**src/include/adcss_consts.svh**
```systemverilog
// Register offsets, field positions and reset values of the scan sequencer.
// Assumes a 32-bit APB byte address; each register takes one aligned word.
`ifndef ADCSS_CONSTS_SVH
`define ADCSS_CONSTS_SVH

`define ADCSS_OFF_CTRL 32'h0008_9000
`define ADCSS_OFF_CHSEL 32'h0008_9004
`define ADCSS_OFF_PRIO 32'h0008_9010
`define ADCSS_OFF_STAT 32'h0008_9014

`define ADCSS_CTRL_RESET 16'h0000
`define ADCSS_CHSEL_RESET 8'h00
`define ADCSS_CTRL_RSV_MASK 16'hF7DF
`define ADCSS_RUN_BIT 15

`define ADCSS_MODE_SINGLE 2'h0
`define ADCSS_MODE_GROUP 2'h1
`define ADCSS_MODE_CONT 2'h2

`define ADCSS_PRIO_PGS_BIT 0
`define ADCSS_PRIO_RESCAN_BIT 1
`define ADCSS_PRIO_REPEAT_BIT 2
`define ADCSS_PRIO_BMASK_LSB 8

`endif

```
**src/include/adcss_pkg.sv**
```systemverilog
// Types shared by the scan sequencer modules.
// Assumes adcss_consts.svh holds the numeric constants.
`default_nettype none
package adcss_pkg;

  typedef enum logic [2:0] {
    ST_IDLE = 3'h1,
    ST_ISSUE = 3'h2,
    ST_WAIT = 3'h4
  } adcss_state_e;

  // Field order follows the control register bit layout, bit 15 first
  typedef struct packed {
    logic run;
    logic [1:0] mode;
    logic scan_end_irq_enable;
    logic rsv11;
    logic speedSel;
    logic trgEnable;
    logic trgSource;
    logic dualSel;
    logic gbie;
    logic rsv5;
    logic [4:0] dualPick;
  } adcss_ctrl_s;

  typedef struct packed {
    logic start;
    logic [4:0] chan;
    logic dup;
    logic internal;
    logic groupB;
  } adcss_conv_s;

  typedef struct packed {
    logic priority_mode_enable;
    logic rescan;
    logic repeatB;
    logic [7:0] bMask;
  } adcss_prio_s;

endpackage
`default_nettype wire

```
**src/hdl/adcss_scan_seq.sv**
```systemverilog
// Scan sequencer of a 12-bit SAR converter with an APB register slave.
// Assumes trigA/trigB are one-cycle pulses on mclk and convDone is a
// one-cycle pulse from the analog core on mclk; extTrigN is asynchronous.
//
// Functional notes
// - Dual-trigger mode ignores channel select and converts only the dual channel on non-B scans.
// - First dual result goes to normal register, second to duplication register.
// - Scan-end interrupt on non-B scans if enabled; dual mode after second only.
// - Run set by group-A sync trigger, or by external pin when source is 1.
// - Single scan converts selected channels ascending once, then clears run.
// - Continuous scan repeats while run is 1; writing 0 stops at once.
// - Group scan runs A on A trigger, B on B trigger, each once ascending.
// - Mask 0000h in single mode converts the internal source once, then stops.
// - Run set by software write of 1, and by group-B trigger in group mode.
// - Run cleared by write 0, single scan end, and group A or B scan end.
// - With priority on, group-A trigger aborts a running group-B scan.
// - Priority mode: B trigger sets run; rescan restarts B from its first channel, repeat reruns B.
// - Low select bits 0..7 enable inputs 0..7; bits 15..8 read as 0.
// - Five-bit dual field picks one of inputs 0 to 31.
// - External pin high before enabling; falling edge starts, low 1.5 clocks.
// - Mode 00 single, 01 group, 10 continuous, 11 prohibited.
//
// The APB slave port was decided locally.
`include "adcss_consts.svh"
`default_nettype none
module adcss_scan_seq (
  input wire logic mclk,
  input wire logic rst_n,
  input wire logic psel,
  input wire logic penable,
  input wire logic pwrite,
  input wire logic [31:0] paddr,
  input wire logic [31:0] pwdata,
  output logic [31:0] prdata,
  output logic pready,
  output logic pslverr,
  input wire logic trigA,
  input wire logic trigB,
  input wire logic extTrigN,
  input wire logic convDone,
  output adcss_pkg::adcss_conv_s conv,
  output logic convRun,
  output logic speedSel,
  output logic scanEndIrq,
  output logic groupBScanEndIrq
);
  typedef struct packed {
    adcss_pkg::adcss_ctrl_s ctrl;
    logic [7:0] chsel;
    adcss_pkg::adcss_prio_s prio;
    adcss_pkg::adcss_state_e state;
    logic [7:0] remMask;
    logic dualPend;
    logic intPend;
    logic scanB;
    logic secondTrig;
    logic bPend;
    adcss_pkg::adcss_conv_s conv;
    logic irqA;
    logic irqB;
    logic [31:0] prdata;
    logic pready;
    logic pslverr;
  } adcss_top_s;

  adcss_top_s st;
  adcss_top_s next_st;
  logic extFall;
  logic found;
  logic [2:0] idx;
  logic wrAccess;
  logic swStart;
  logic stopWr;
  logic trigAEvt;
  logic trigBEvt;
  logic groupMode;

  adcss_pin_sync u_pin_sync (
    .mclk(mclk),
    .rst_n(rst_n),
    .pinN(extTrigN),
    .fall(extFall)
  );

  adcss_chan_pick u_chan_pick (
    .mask(st.remMask),
    .found(found),
    .idx(idx)
  );

  // Loads the channel walk for a new scan of group A or group B
  function automatic adcss_top_s begin_scan(input adcss_top_s s,
                                            input logic grpB);
    adcss_top_s r;
    r = s;
    r.ctrl.run = 1'b1;
    r.scanB = grpB;
    r.state = adcss_pkg::ST_ISSUE;
    r.dualPend = ~grpB & s.ctrl.dualSel;
    r.remMask = grpB ? s.prio.bMask :
                (s.ctrl.dualSel ? 8'h00 : s.chsel);
    r.intPend = ~grpB & ~s.ctrl.dualSel & (s.chsel == 8'h00) &
                (s.ctrl.mode == `ADCSS_MODE_SINGLE);
    return r;
  endfunction

  function automatic logic addr_is(input logic [31:0] a,
                                   input logic [31:0] off);
    return a == off;
  endfunction

  assign groupMode = st.ctrl.mode == `ADCSS_MODE_GROUP;
  assign wrAccess = psel & penable & pwrite & st.pready;
  assign swStart = wrAccess & addr_is(paddr, `ADCSS_OFF_CTRL) &
                   pwdata[`ADCSS_RUN_BIT] & ~st.ctrl.run;
  assign stopWr = wrAccess & addr_is(paddr, `ADCSS_OFF_CTRL) &
                  ~pwdata[`ADCSS_RUN_BIT];
  assign trigAEvt = st.ctrl.trgEnable &
                    ((~st.ctrl.trgSource & trigA) |
                     (st.ctrl.trgSource & extFall));
  assign trigBEvt = st.ctrl.trgEnable & groupMode & trigB;

  always_comb begin
    next_st = st;
    next_st.conv.start = 1'b0;
    next_st.irqA = 1'b0;
    next_st.irqB = 1'b0;
    next_st.pready = 1'b0;
    next_st.pslverr = 1'b0;

    // Setup phase: latch read data so the access phase answers from flops
    if (psel && !penable) begin
      next_st.pready = 1'b1;
      next_st.prdata = 32'h0000_0000;
      if (addr_is(paddr, `ADCSS_OFF_CTRL)) begin
        next_st.prdata = {16'h0000, st.ctrl};
      end else if (addr_is(paddr, `ADCSS_OFF_CHSEL)) begin
        next_st.prdata = {24'h00_0000, st.chsel};
      end else if (addr_is(paddr, `ADCSS_OFF_PRIO)) begin
        next_st.prdata = {16'h0000, st.prio.bMask, 5'h00,
                          st.prio.repeatB, st.prio.rescan, st.prio.priority_mode_enable};
      end else if (addr_is(paddr, `ADCSS_OFF_STAT)) begin
        next_st.prdata = {19'h0_0000, st.conv.chan, 2'h0, st.bPend,
                          st.secondTrig, st.scanB, st.state};
      end else begin
        next_st.pslverr = 1'b1;
      end
    end

    if (wrAccess) begin
      if (addr_is(paddr, `ADCSS_OFF_CTRL)) begin
        next_st.ctrl = adcss_pkg::adcss_ctrl_s'(pwdata[15:0] &
                                                `ADCSS_CTRL_RSV_MASK);
        next_st.ctrl.run = st.ctrl.run;
        // Leaving dual mode drops a half-done trigger pair
        next_st.secondTrig = st.secondTrig & next_st.ctrl.dualSel;
      end else if (addr_is(paddr, `ADCSS_OFF_CHSEL)) begin
        next_st.chsel = pwdata[7:0];
      end else if (addr_is(paddr, `ADCSS_OFF_PRIO)) begin
        next_st.prio.priority_mode_enable = pwdata[`ADCSS_PRIO_PGS_BIT];
        next_st.prio.rescan = pwdata[`ADCSS_PRIO_RESCAN_BIT];
        next_st.prio.repeatB = pwdata[`ADCSS_PRIO_REPEAT_BIT];
        next_st.prio.bMask = pwdata[`ADCSS_PRIO_BMASK_LSB +: 8];
      end
    end

    if (stopWr) begin
      next_st.ctrl.run = 1'b0;
      next_st.state = adcss_pkg::ST_IDLE;
      next_st.bPend = 1'b0;
    end else begin
      case (st.state)
        adcss_pkg::ST_ISSUE: begin
          next_st.state = adcss_pkg::ST_WAIT;
          next_st.conv.start = 1'b1;
          next_st.conv.groupB = st.scanB;
          next_st.conv.dup = st.secondTrig;
          next_st.conv.internal = 1'b0;
          if (st.dualPend) begin
            next_st.dualPend = 1'b0;
            next_st.conv.chan = st.ctrl.dualPick;
          end else if (found) begin
            next_st.remMask[idx] = 1'b0;
            next_st.conv.chan = {2'h0, idx};
          end else if (st.intPend) begin
            next_st.intPend = 1'b0;
            next_st.conv.internal = 1'b1;
            next_st.conv.chan = 5'h00;
          end else begin
            next_st.conv.start = 1'b0;
            next_st.state = adcss_pkg::ST_IDLE;
            next_st.ctrl.run = 1'b0;
            if (st.scanB) begin
              next_st.irqB = st.ctrl.gbie;
              if (st.prio.priority_mode_enable && st.prio.repeatB) begin
                next_st = begin_scan(next_st, 1'b1);
              end
            end else if (st.ctrl.dualSel && !st.secondTrig) begin
              next_st.secondTrig = 1'b1;
            end else begin
              next_st.secondTrig = 1'b0;
              next_st.irqA = st.ctrl.scan_end_irq_enable;
              if (st.ctrl.mode == `ADCSS_MODE_CONT) begin
                next_st = begin_scan(next_st, 1'b0);
              end
            end
          end
        end
        adcss_pkg::ST_WAIT: begin
          if (convDone) begin
            next_st.state = adcss_pkg::ST_ISSUE;
          end
        end
        default: begin
        end
      endcase

      // Triggers are only taken while idle or for group-A preemption
      if (next_st.state == adcss_pkg::ST_IDLE) begin
        if (swStart || trigAEvt) begin
          next_st = begin_scan(next_st, 1'b0);
        end else if (trigBEvt) begin
          next_st = begin_scan(next_st, 1'b1);
        end else if (groupMode && st.prio.priority_mode_enable && st.prio.rescan &&
                     st.bPend) begin
          next_st.bPend = 1'b0;
          next_st = begin_scan(next_st, 1'b1);
        end
      end else if (st.scanB && groupMode && st.prio.priority_mode_enable && trigAEvt) begin
        next_st.bPend = st.prio.rescan;
        next_st = begin_scan(next_st, 1'b0);
      end
    end
  end

  always_ff @(posedge mclk or negedge rst_n) begin
    if (!rst_n) begin
      st <= '0;
      st.ctrl <= adcss_pkg::adcss_ctrl_s'(`ADCSS_CTRL_RESET);
      st.chsel <= `ADCSS_CHSEL_RESET;
      st.state <= adcss_pkg::ST_IDLE;
    end else begin
      st <= next_st;
    end
  end

  assign prdata = st.prdata;
  assign pready = st.pready;
  assign pslverr = st.pslverr;
  assign conv = st.conv;
  assign convRun = st.ctrl.run;
  assign speedSel = st.ctrl.speedSel;
  assign scanEndIrq = st.irqA;
  assign groupBScanEndIrq = st.irqB;
endmodule
`default_nettype wire

```
**src/hdl/adcss_pin_sync.sv**
```systemverilog
// Two-flop synchroniser for the external trigger pin with falling-edge pulse.
// Assumes the pin is asynchronous to mclk.
`default_nettype none
module adcss_pin_sync (
  input wire logic mclk,
  input wire logic rst_n,
  input wire logic pinN,
  output logic fall
);
  typedef struct packed {
    logic meta;
    logic sync;
    logic last;
  } adcss_sync_s;

  adcss_sync_s st;
  adcss_sync_s next_st;

  always_comb begin
    next_st.meta = pinN;
    next_st.sync = st.meta;
    next_st.last = st.sync;
  end

  // Pin idles high, so reset to 1 keeps a released pin from looking like an edge
  always_ff @(posedge mclk or negedge rst_n) begin
    if (!rst_n) begin
      st <= 3'h7;
    end else begin
      st <= next_st;
    end
  end

  assign fall = st.last & ~st.sync;
endmodule
`default_nettype wire

```
**src/hdl/adcss_chan_pick.sv**
```systemverilog
// Finds the lowest set bit of a channel mask.
// Purely combinational; used by the sequencer to walk channels upward.
`default_nettype none
module adcss_chan_pick (
  input wire logic [7:0] mask,
  output logic found,
  output logic [2:0] idx
);
  always_comb begin
    found = 1'b0;
    idx = 3'h0;
    for (int i = 7; i >= 0; i--) begin
      if (mask[i]) begin
        found = 1'b1;
        idx = 3'(i);
      end
    end
  end
endmodule
`default_nettype wire

```
**config.mk**
```make
export PLATFORM = sky130hd
export DESIGN_NAME = adcss_scan_seq
export DESIGN_NICKNAME = d
export VERILOG_FILES = /design/src/include/adcss_pkg.sv /design/src/hdl/adcss_scan_seq.sv /design/src/hdl/adcss_pin_sync.sv /design/src/hdl/adcss_chan_pick.sv
export VERILOG_INCLUDE_DIRS = /design/src /design/src/include
export SDC_FILE = /design/constraint.sdc
export NUM_CORES = 1
export LEC_CHECK = 0
export BUFFER_PORTS_ARGS = -buffer_cell sky130_fd_sc_hd__buf_4
export CORE_MARGIN = 2
export CORE_UTILIZATION = 45
export CTS_CLUSTER_SIZE = 14
export DETAILED_ROUTE_END_ITERATION = 7
export GPL_ROUTABILITY_DRIVEN = 0
export PLACE_DENSITY = 0.69
export SLEW_MARGIN = 25
export SYNTH_ARGS = -nofsm -noshare
export SYNTH_HDL_FRONTEND = slang
export SYNTH_SLANG_ARGS = --single-unit
```
**constraint.sdc**
```tcl
create_clock -name mclk -period 5.5 [get_ports mclk]
set_clock_uncertainty 0.15 [all_clocks]
set_input_delay 1.1 -clock mclk [delete_from_list [all_inputs] [get_ports mclk]]
set_output_delay 1.1 -clock mclk [all_outputs]
set_load 0.01 [all_outputs]
```
==> metrics, run 1 <==
slew at the pin with the worst max-slew slack=approximately 1 ns; cell mode on critical path=buf_4; total chip power=approximately 1.4 mW; hold_buf cts=0; die height=about 110 um; post-CTS setup buffers=0; Max VDD drop=about 0.14 mV; Distinct cells, synth=between 60 and 70; clock buffer depth=2; CP required=~5.6 ns; Layout area overhead=15.9%; async set-or-reset flop fraction in the synthesized netlist=1.00; initial antenna violation count=0; drc violations=0; Filler cells=just over 1000; Cell Chain, Critical Path=buf_4 -> nor4b_4 -> nand4_4 -> nor4_4 -> buf_4 -> mux2i_1 -> buf_4 -> inv_2 -> o32a_1 -> or3_1 -> o2bb2ai_1 -> a32oi_1; Relative slew margins=0.322; # nets final=roughly 700; core area=about 11000 sq um; final setup margin=~1.5 ns; CP max-delay cell=nor4_4; vias in the first global route=between 4000 and 5000; 1st-iter DRT viols=roughly 660; TritonCTS Sinks=81; Fmax=between 200 and 300 MHz; CTS tree=yes; yosys warns=0; # IOs=120; sequential fraction of the synthesis area=0.396; Vias=approximately 4700; Skew-Pair Late Insertion Delay=0.34 ns; synthesized area per cell=9.04 sq um; Mapped Cells=568; post-route ant nets=0; prevailing post-synth register cell=dfrtp_1; Worst Path Arrival=4.09 ns; root buffer cell=clkbuf_16; I/O Buffers=87; Die X=around 110 um; status=finished clean; largest net degree at the start of global routing=82; Setup CP Type=in -> reg; HP Class=reg -> reg; leakage power=~2.8 nW; row cnt=39; routed wire length per instance=a little under 20 um; crit path max fanout=16; H-tree levels=3; GRT overflow=0; final WL=15000 um; Hold WS=0.206 ns; layout cells sized above 1=0.259; Die ar.=12300 sq um; first-pass GRT wire length=23900 um; post_cts resized=0; RSZ-0062 raised after global routing=false; Crit path largest cell delay=0.57 ns; initial core utilization=0.456; routed vias/inst=slightly above 6; Setup crit start kind=input port; crit share post-route=0.725; FF+latch count, synth=about 80; Final Critical Period=roughly 4.0 ns; Reg clk slew, reported paths=around 0.070 ns; CP endpoint kind=register; Final Hold Violating Endpoints=0; Slew Viols, Final=0; post-place setup slack=1.21 ns; Detailed Routing Iterations Pass 1=5; dpl hpwl=about 11000 um; gr usage total=0.243; Max Cap Viol=0; Post-Syn Area=5140 sq um; total negative slack=0 ns; final setup violation count=0; Power Density=233 nW/um^2; total CTS buffers=9; # diodes=0; number of synthesized flops with an enable pin=0
-- cells in the mapped netlist (3+ instances only) --
cell,instances,area (sq um)
inv_1,19,71.3
a211oi_1,4,30.0
mux2_2,28,315
nand2b_1,8,50.1
a21oi_1,27,135
o211ai_1,4,30.0
o31a_1,3,26.3
and2_1,5,31.3
a32oi_1,3,26.3
mux2i_1,10,100
nor4_4,4,85.1
buf_4,41,308
o21a_1,4,30.0
o31ai_1,16,120
nor3_1,17,85.1
nand4_1,5,31.3
a31oi_1,8,50.1
nand2_1,67,251
o21ai_0,41,205
dfrtp_1,77,1930
nand3_1,16,80.1
a221oi_1,6,52.6
nor4_2,3,37.5
and4_1,4,35.0
nor2b_1,3,18.8
nor2_1,32,120
nor4b_1,4,35.0
or4_1,4,30.0
nor3b_1,3,22.5
dfstp_2,4,105
a22oi_1,9,67.6
a211o_1,3,26.3
a221o_1,3,30.0
clkbuf_1,26,97.6
nor4_1,9,56.3
and3_1,11,68.8
-- through the flow --
step | cell area, sq um | instances | utilization
2_1_floorplan | 5190 | 583 | -
3_3_place_gp | 5640 | 749 | 0.501
3_5_place_dp | 5640 | 749 | 0.501
4_1_cts | 5950 | 765 | 0.528
5_1_grt | 5950 | 765 | 0.528
6_report | 5950 | 765 | 0.528
-- path summary, 6_finish.rpt --
kind	cells past startpoint	startpoint	slack, ns	end
worst max-delay path	12	paddr[30]	1.51	st[54]$_DFFE_PN0N_
worst min-delay path	0	u_pin_sync.next_st[1]$_DFF_PN1_	0.21	u_pin_sync.next_st[0]$_DFF_PN1_
worst max register to register	7	st[47]$_DFFE_PN0P_	1.80	st[54]$_DFFE_PN0N_
worst min register to register	0	u_pin_sync.next_st[1]$_DFF_PN1_	0.21	u_pin_sync.next_st[0]$_DFF_PN1_
max in group asynchronous	1	rst_n	4.05	conv[0]$_DFFE_PN0P_
min in group asynchronous	1	rst_n	0.66	prdata[6]$_DFFE_PN0P_
-- metal layers --
metal	wire length, um	vias to the layer above	GRT usage
met2	7000	248	0.384
met1	6250	2265	0.319
li1	-	2138	-
met3	1140	54	0.0498
met5	0	-	0
met4	601	0	0.122
-- state kept, by name, summed over array words and instances, names as in the netlist, 2 cells and up --
name / cells
conv: 9
prdata: 16
u_pin_sync.next_st: 2
st: 47
-- placed cells by master (no fill, tap or decap), drive strengths merged, types with 5 or more instances in the layout --
master	count
mux2	29
and3	11
buf	92
a31oi	8
mux2i	10
a22oi	9
clkbuf	9
and2	5
nand3	17
o21ai	41
nor4b	6
o31ai	16
nand2	67
nor2	32
nor3	17
inv	22
nor4	16
nand4	6
a221oi	6
nand2b	8
or4	5
a21oi	27
dfrtp	77
conb	16
-- kinds of logic after synthesis --
family	synth area share
AO/OA/AOI/OAI	0.194
other	0.000730
flip-flops	0.396
buffers and inverters	0.0967
multiplexers	0.0838
AND/OR/NAND/NOR	0.229
-- final cells by class --
type	count	area [sq um]	share of cell area
Clock buffer	9	225	0.0378
Clock inverter	7	78.8	0.0132
Inverter	20	75.1	0.0126
Multi-Input combinational cell	413	2670	0.448
Sequential cell	81	2030	0.341
Tap cell	143	179	0.0300
Timing Repair Buffer	92	694	0.117
-- critical path, delay by kind of cell --
family | cells | cell delay [ns]
compound gates | 3 | 0.52
mux | 1 | 0.20
buf+inv | 4 | 0.78
simple gates | 4 | 1.48
-- report_power, final --
group          internal [mW]  leakage, nW  total, mW  switching [mW]
combinational         0.0614         1.52      0.138          0.0770
sequential             0.610         1.09      0.627          0.0174
clock                  0.357        0.144      0.620           0.263
total                   1.03         2.75       1.39           0.358
No activity file was read; power rests on OpenSTA's default activity.
==> run 2, diff against run 1 <==
--- a/config.mk
+++ b/config.mk
@@ -12,7 +12,7 @@
 export CTS_CLUSTER_SIZE = 14
 export DETAILED_ROUTE_END_ITERATION = 7
 export GPL_ROUTABILITY_DRIVEN = 0
-export PLACE_DENSITY = 0.69
+export PLACE_DENSITY = 0.71
 export SLEW_MARGIN = 25
 export SYNTH_ARGS = -nofsm -noshare
 export SYNTH_HDL_FRONTEND = slang
==> constraint.sdc (replaced) <==
create_clock -name mclk -period 3.4 [get_ports mclk]
set_clock_uncertainty 0.15 [all_clocks]
set_input_delay 0.68 -clock mclk [delete_from_list [all_inputs] [get_ports mclk]]
set_output_delay 0.68 -clock mclk [all_outputs]
set_load 0.01 [all_outputs]
==> run 2 against run 1 <==
Net effect:
- largest power group is now clock
- worst setup slack lost 1.3 ns
- cell area increased by 5.5%
- critical path depth fell by 1
- highest routed layer unchanged
- register-to-register slack worse by 1.4 ns
- non-clock buffer count increased by 42
- global-route usage grew 1.4 points
- critical endpoint unchanged
- sequential cell count is the same
==> metrics, run 2 (synthesized netlist as in run 1, its figures left out) <==
Slew Viols, Final=0 (unchanged); hold_buf cts=0 (unchanged); CTS tree=yes; Cell Chain, Critical Path=buf_4 -> nor4b_2 -> nand3_2 -> or4_1 -> buf_4 -> mux2i_1 -> inv_1 -> a21oi_1 -> a2111o_1 -> o2bb2ai_1 -> a32oi_1; number of flip-flops under the largest register name=47 (unchanged); initial antenna violation count=0 (unchanged); Clock Power Share=0.450 (+0.003); post_cts resized=0 (unchanged); total chip power=2.28 mW (+65%); gr usage total=0.257 (+0.0136); routed wire length per instance=19.4 um (-0.78%); status=finished clean; final setup violation count=0 (unchanged); H-tree levels=3 (unchanged); initial core utilization=0.456 (unchanged); post-place setup slack=-0.0930 ns (-1.31 ns); RSZ-0062 raised after global routing=false; Skew-Pair Late Insertion Delay=0.35 ns (about the same); worst r2r src=st[55]$_DFFE_PN0N_; Critical Path Start=paddr[10]; CP max-delay cell=or4_1; layout cells sized above 1=0.306 (+0.0469); # IOs=120 (unchanged); Int Pwr=1.68 mW (+63%); Power Density=363 nW/um^2 (+56%); Relative slew margins=0.516 (+0.193); core area=11300 sq um (unchanged); crit path max fanout=5 (-11); leakage power=2.96 nW (+7.4%); 1st-iter DRT viols=812 (+24%); Max VDD drop=0.306 mV (+120%); first-pass GRT wire length=25400 um (+6.2%); Crit path depth=11 (-1); Max Cap Viol=0 (unchanged); cell total after placement=791 (+5.6%); Layout area overhead=22.2%; Die X=111 um (unchanged); Fmax=about 320 MHz; Filler cells=977 (-5.1%); HP Class=reg -> reg; Finished Layout Cells=807 (+5.5%); routed vias/inst=6.24 (+1.5%); Final Critical Period=roughly 3.2 ns; # nets final=732 (+6.1%); die height=111 um (unchanged); slew at the pin with the worst max-slew slack=0.720 ns (-0.284 ns); total CTS buffers=9 (unchanged); Reg-to-Reg End=st[54]$_DFFE_PN0N_; Hold WS=0.206 ns (-0.000192 ns); clock buffer depth=2 (unchanged); switching part of the total=0.264 (+0.00594); drc violations=0 (unchanged); final WL=15700 um (+4.7%); Reg with most FFs=st; commonest cells after routing, fill and taps aside=buf_4 (133), dfrtp_1 (77), nand2_1 (67); largest net degree at the start of global routing=82 (unchanged); Setup CP Type=in -> reg; sw power=602 uW (+68%); Final Hold Violating Endpoints=0 (unchanged); TritonCTS Sinks=81 (unchanged); Reg clk slew, reported paths=0.07 ns (about the same); vias in the first global route=4812 (+7.7%); Vias=5037 (+7.1%); Die ar.=12300 sq um (unchanged); # diodes=0 (unchanged); most common cell after layout, fill and taps aside=buf_4; crit share post-route=0.927; Setup crit start kind=input port; power share of the sequential group=0.445 (-0.008); CP endpoint=st[54]$_DFFE_PN0N_; post-CTS setup buffers=0 (unchanged); I/O Buffers=87 (unchanged); post-route ant nets=0 (unchanged); Worst Path Arrival=3.26 ns (-0.83 ns); row cnt=39 (unchanged); CP endpoint kind=register; root buffer cell=clkbuf_16; R2R depth=8 (+1); final setup margin=0.249 ns (-1.26 ns); CP required=3.51 ns (-2.09 ns); CP Buf/Inv Count=3 (-1); dpl hpwl=11700 um (+5.0%); Detailed Routing Iterations Pass 1=7 (+2); Crit path largest cell delay=0.68 ns (+0.11 ns); combinational share of power=0.105 (+0.005); Largest delay share family, worst path=simple AND/OR/NAND/NOR gates; cell mode on critical path=buf_4; R2R Setup Slk=0.37 ns (-1.43 ns); GRT overflow=0 (unchanged)
## run 2: layout make-up
| cell class | count | area (sq um) | share of cell area |
|---|---|---|---|
| Inverter | 20 | 75.1 | 0.0120 |
| Tap cell | 143 | 179 | 0.0285 |
| Clock inverter | 7 | 83.8 | 0.0133 |
| Clock buffer | 9 | 225 | 0.0359 |
| Timing Repair Buffer | 134 | 1010 | 0.161 |
| Multi-Input combinational cell | 413 | 2680 | 0.426 |
| Sequential cell | 81 | 2030 | 0.324 |
## run 2: power groups by stage
| stage | clock network [mW] | registers, mW | logic, mW |
|---|---|---|---|
| 6_report | 1.03 | 1.01 | 0.239 |
| 3_3_place_gp | 0 | 1.03 | 0.231 |
| 4_1_cts | 1.04 | 1.01 | 0.238 |
| 3_5_place_dp | 0 | 1.03 | 0.237 |
| 5_1_grt | 1.08 | 1.02 | 0.263 |
| 2_1_floorplan | 0 | 1.02 | 0.132 |
## run 2: how the worst min path moves through the flow
stage                                    startpoint                               to  slack [ns]  depth (start not counted)
floorplan           u_pin_sync.next_st[1]$_DFF_PN1_  u_pin_sync.next_st[0]$_DFF_PN1_        0.20                          0
global placement    u_pin_sync.next_st[1]$_DFF_PN1_  u_pin_sync.next_st[0]$_DFF_PN1_        0.20                          0
detailed placement  u_pin_sync.next_st[1]$_DFF_PN1_  u_pin_sync.next_st[0]$_DFF_PN1_        0.20                          0
CTS                 u_pin_sync.next_st[1]$_DFF_PN1_  u_pin_sync.next_st[0]$_DFF_PN1_        0.21                          0
global route        u_pin_sync.next_st[1]$_DFF_PN1_  u_pin_sync.next_st[0]$_DFF_PN1_        0.21                          0
finish              u_pin_sync.next_st[1]$_DFF_PN1_  u_pin_sync.next_st[0]$_DFF_PN1_        0.21                          0
## run 2: per-layer routing
metal | up-vias | routed length (um) | GRT usage
met2 | 325 | 7250 | 0.417
met3 | 75 | 1370 | 0.0454
li1 | 2235 | - | -
met5 | - | 0 | 0
met4 | 0 | 754 | 0.121
met1 | 2402 | 6320 | 0.335
## run 2: metrics by stage
step                 util  setup TNS, ns  area [sq um]
floorplan               -              0          5190
global placement    0.528        -0.0740          5960
detailed placement  0.528         -0.357          5960
CTS                 0.556              0          6270
global route        0.557              0          6280
finish              0.557              0          6280
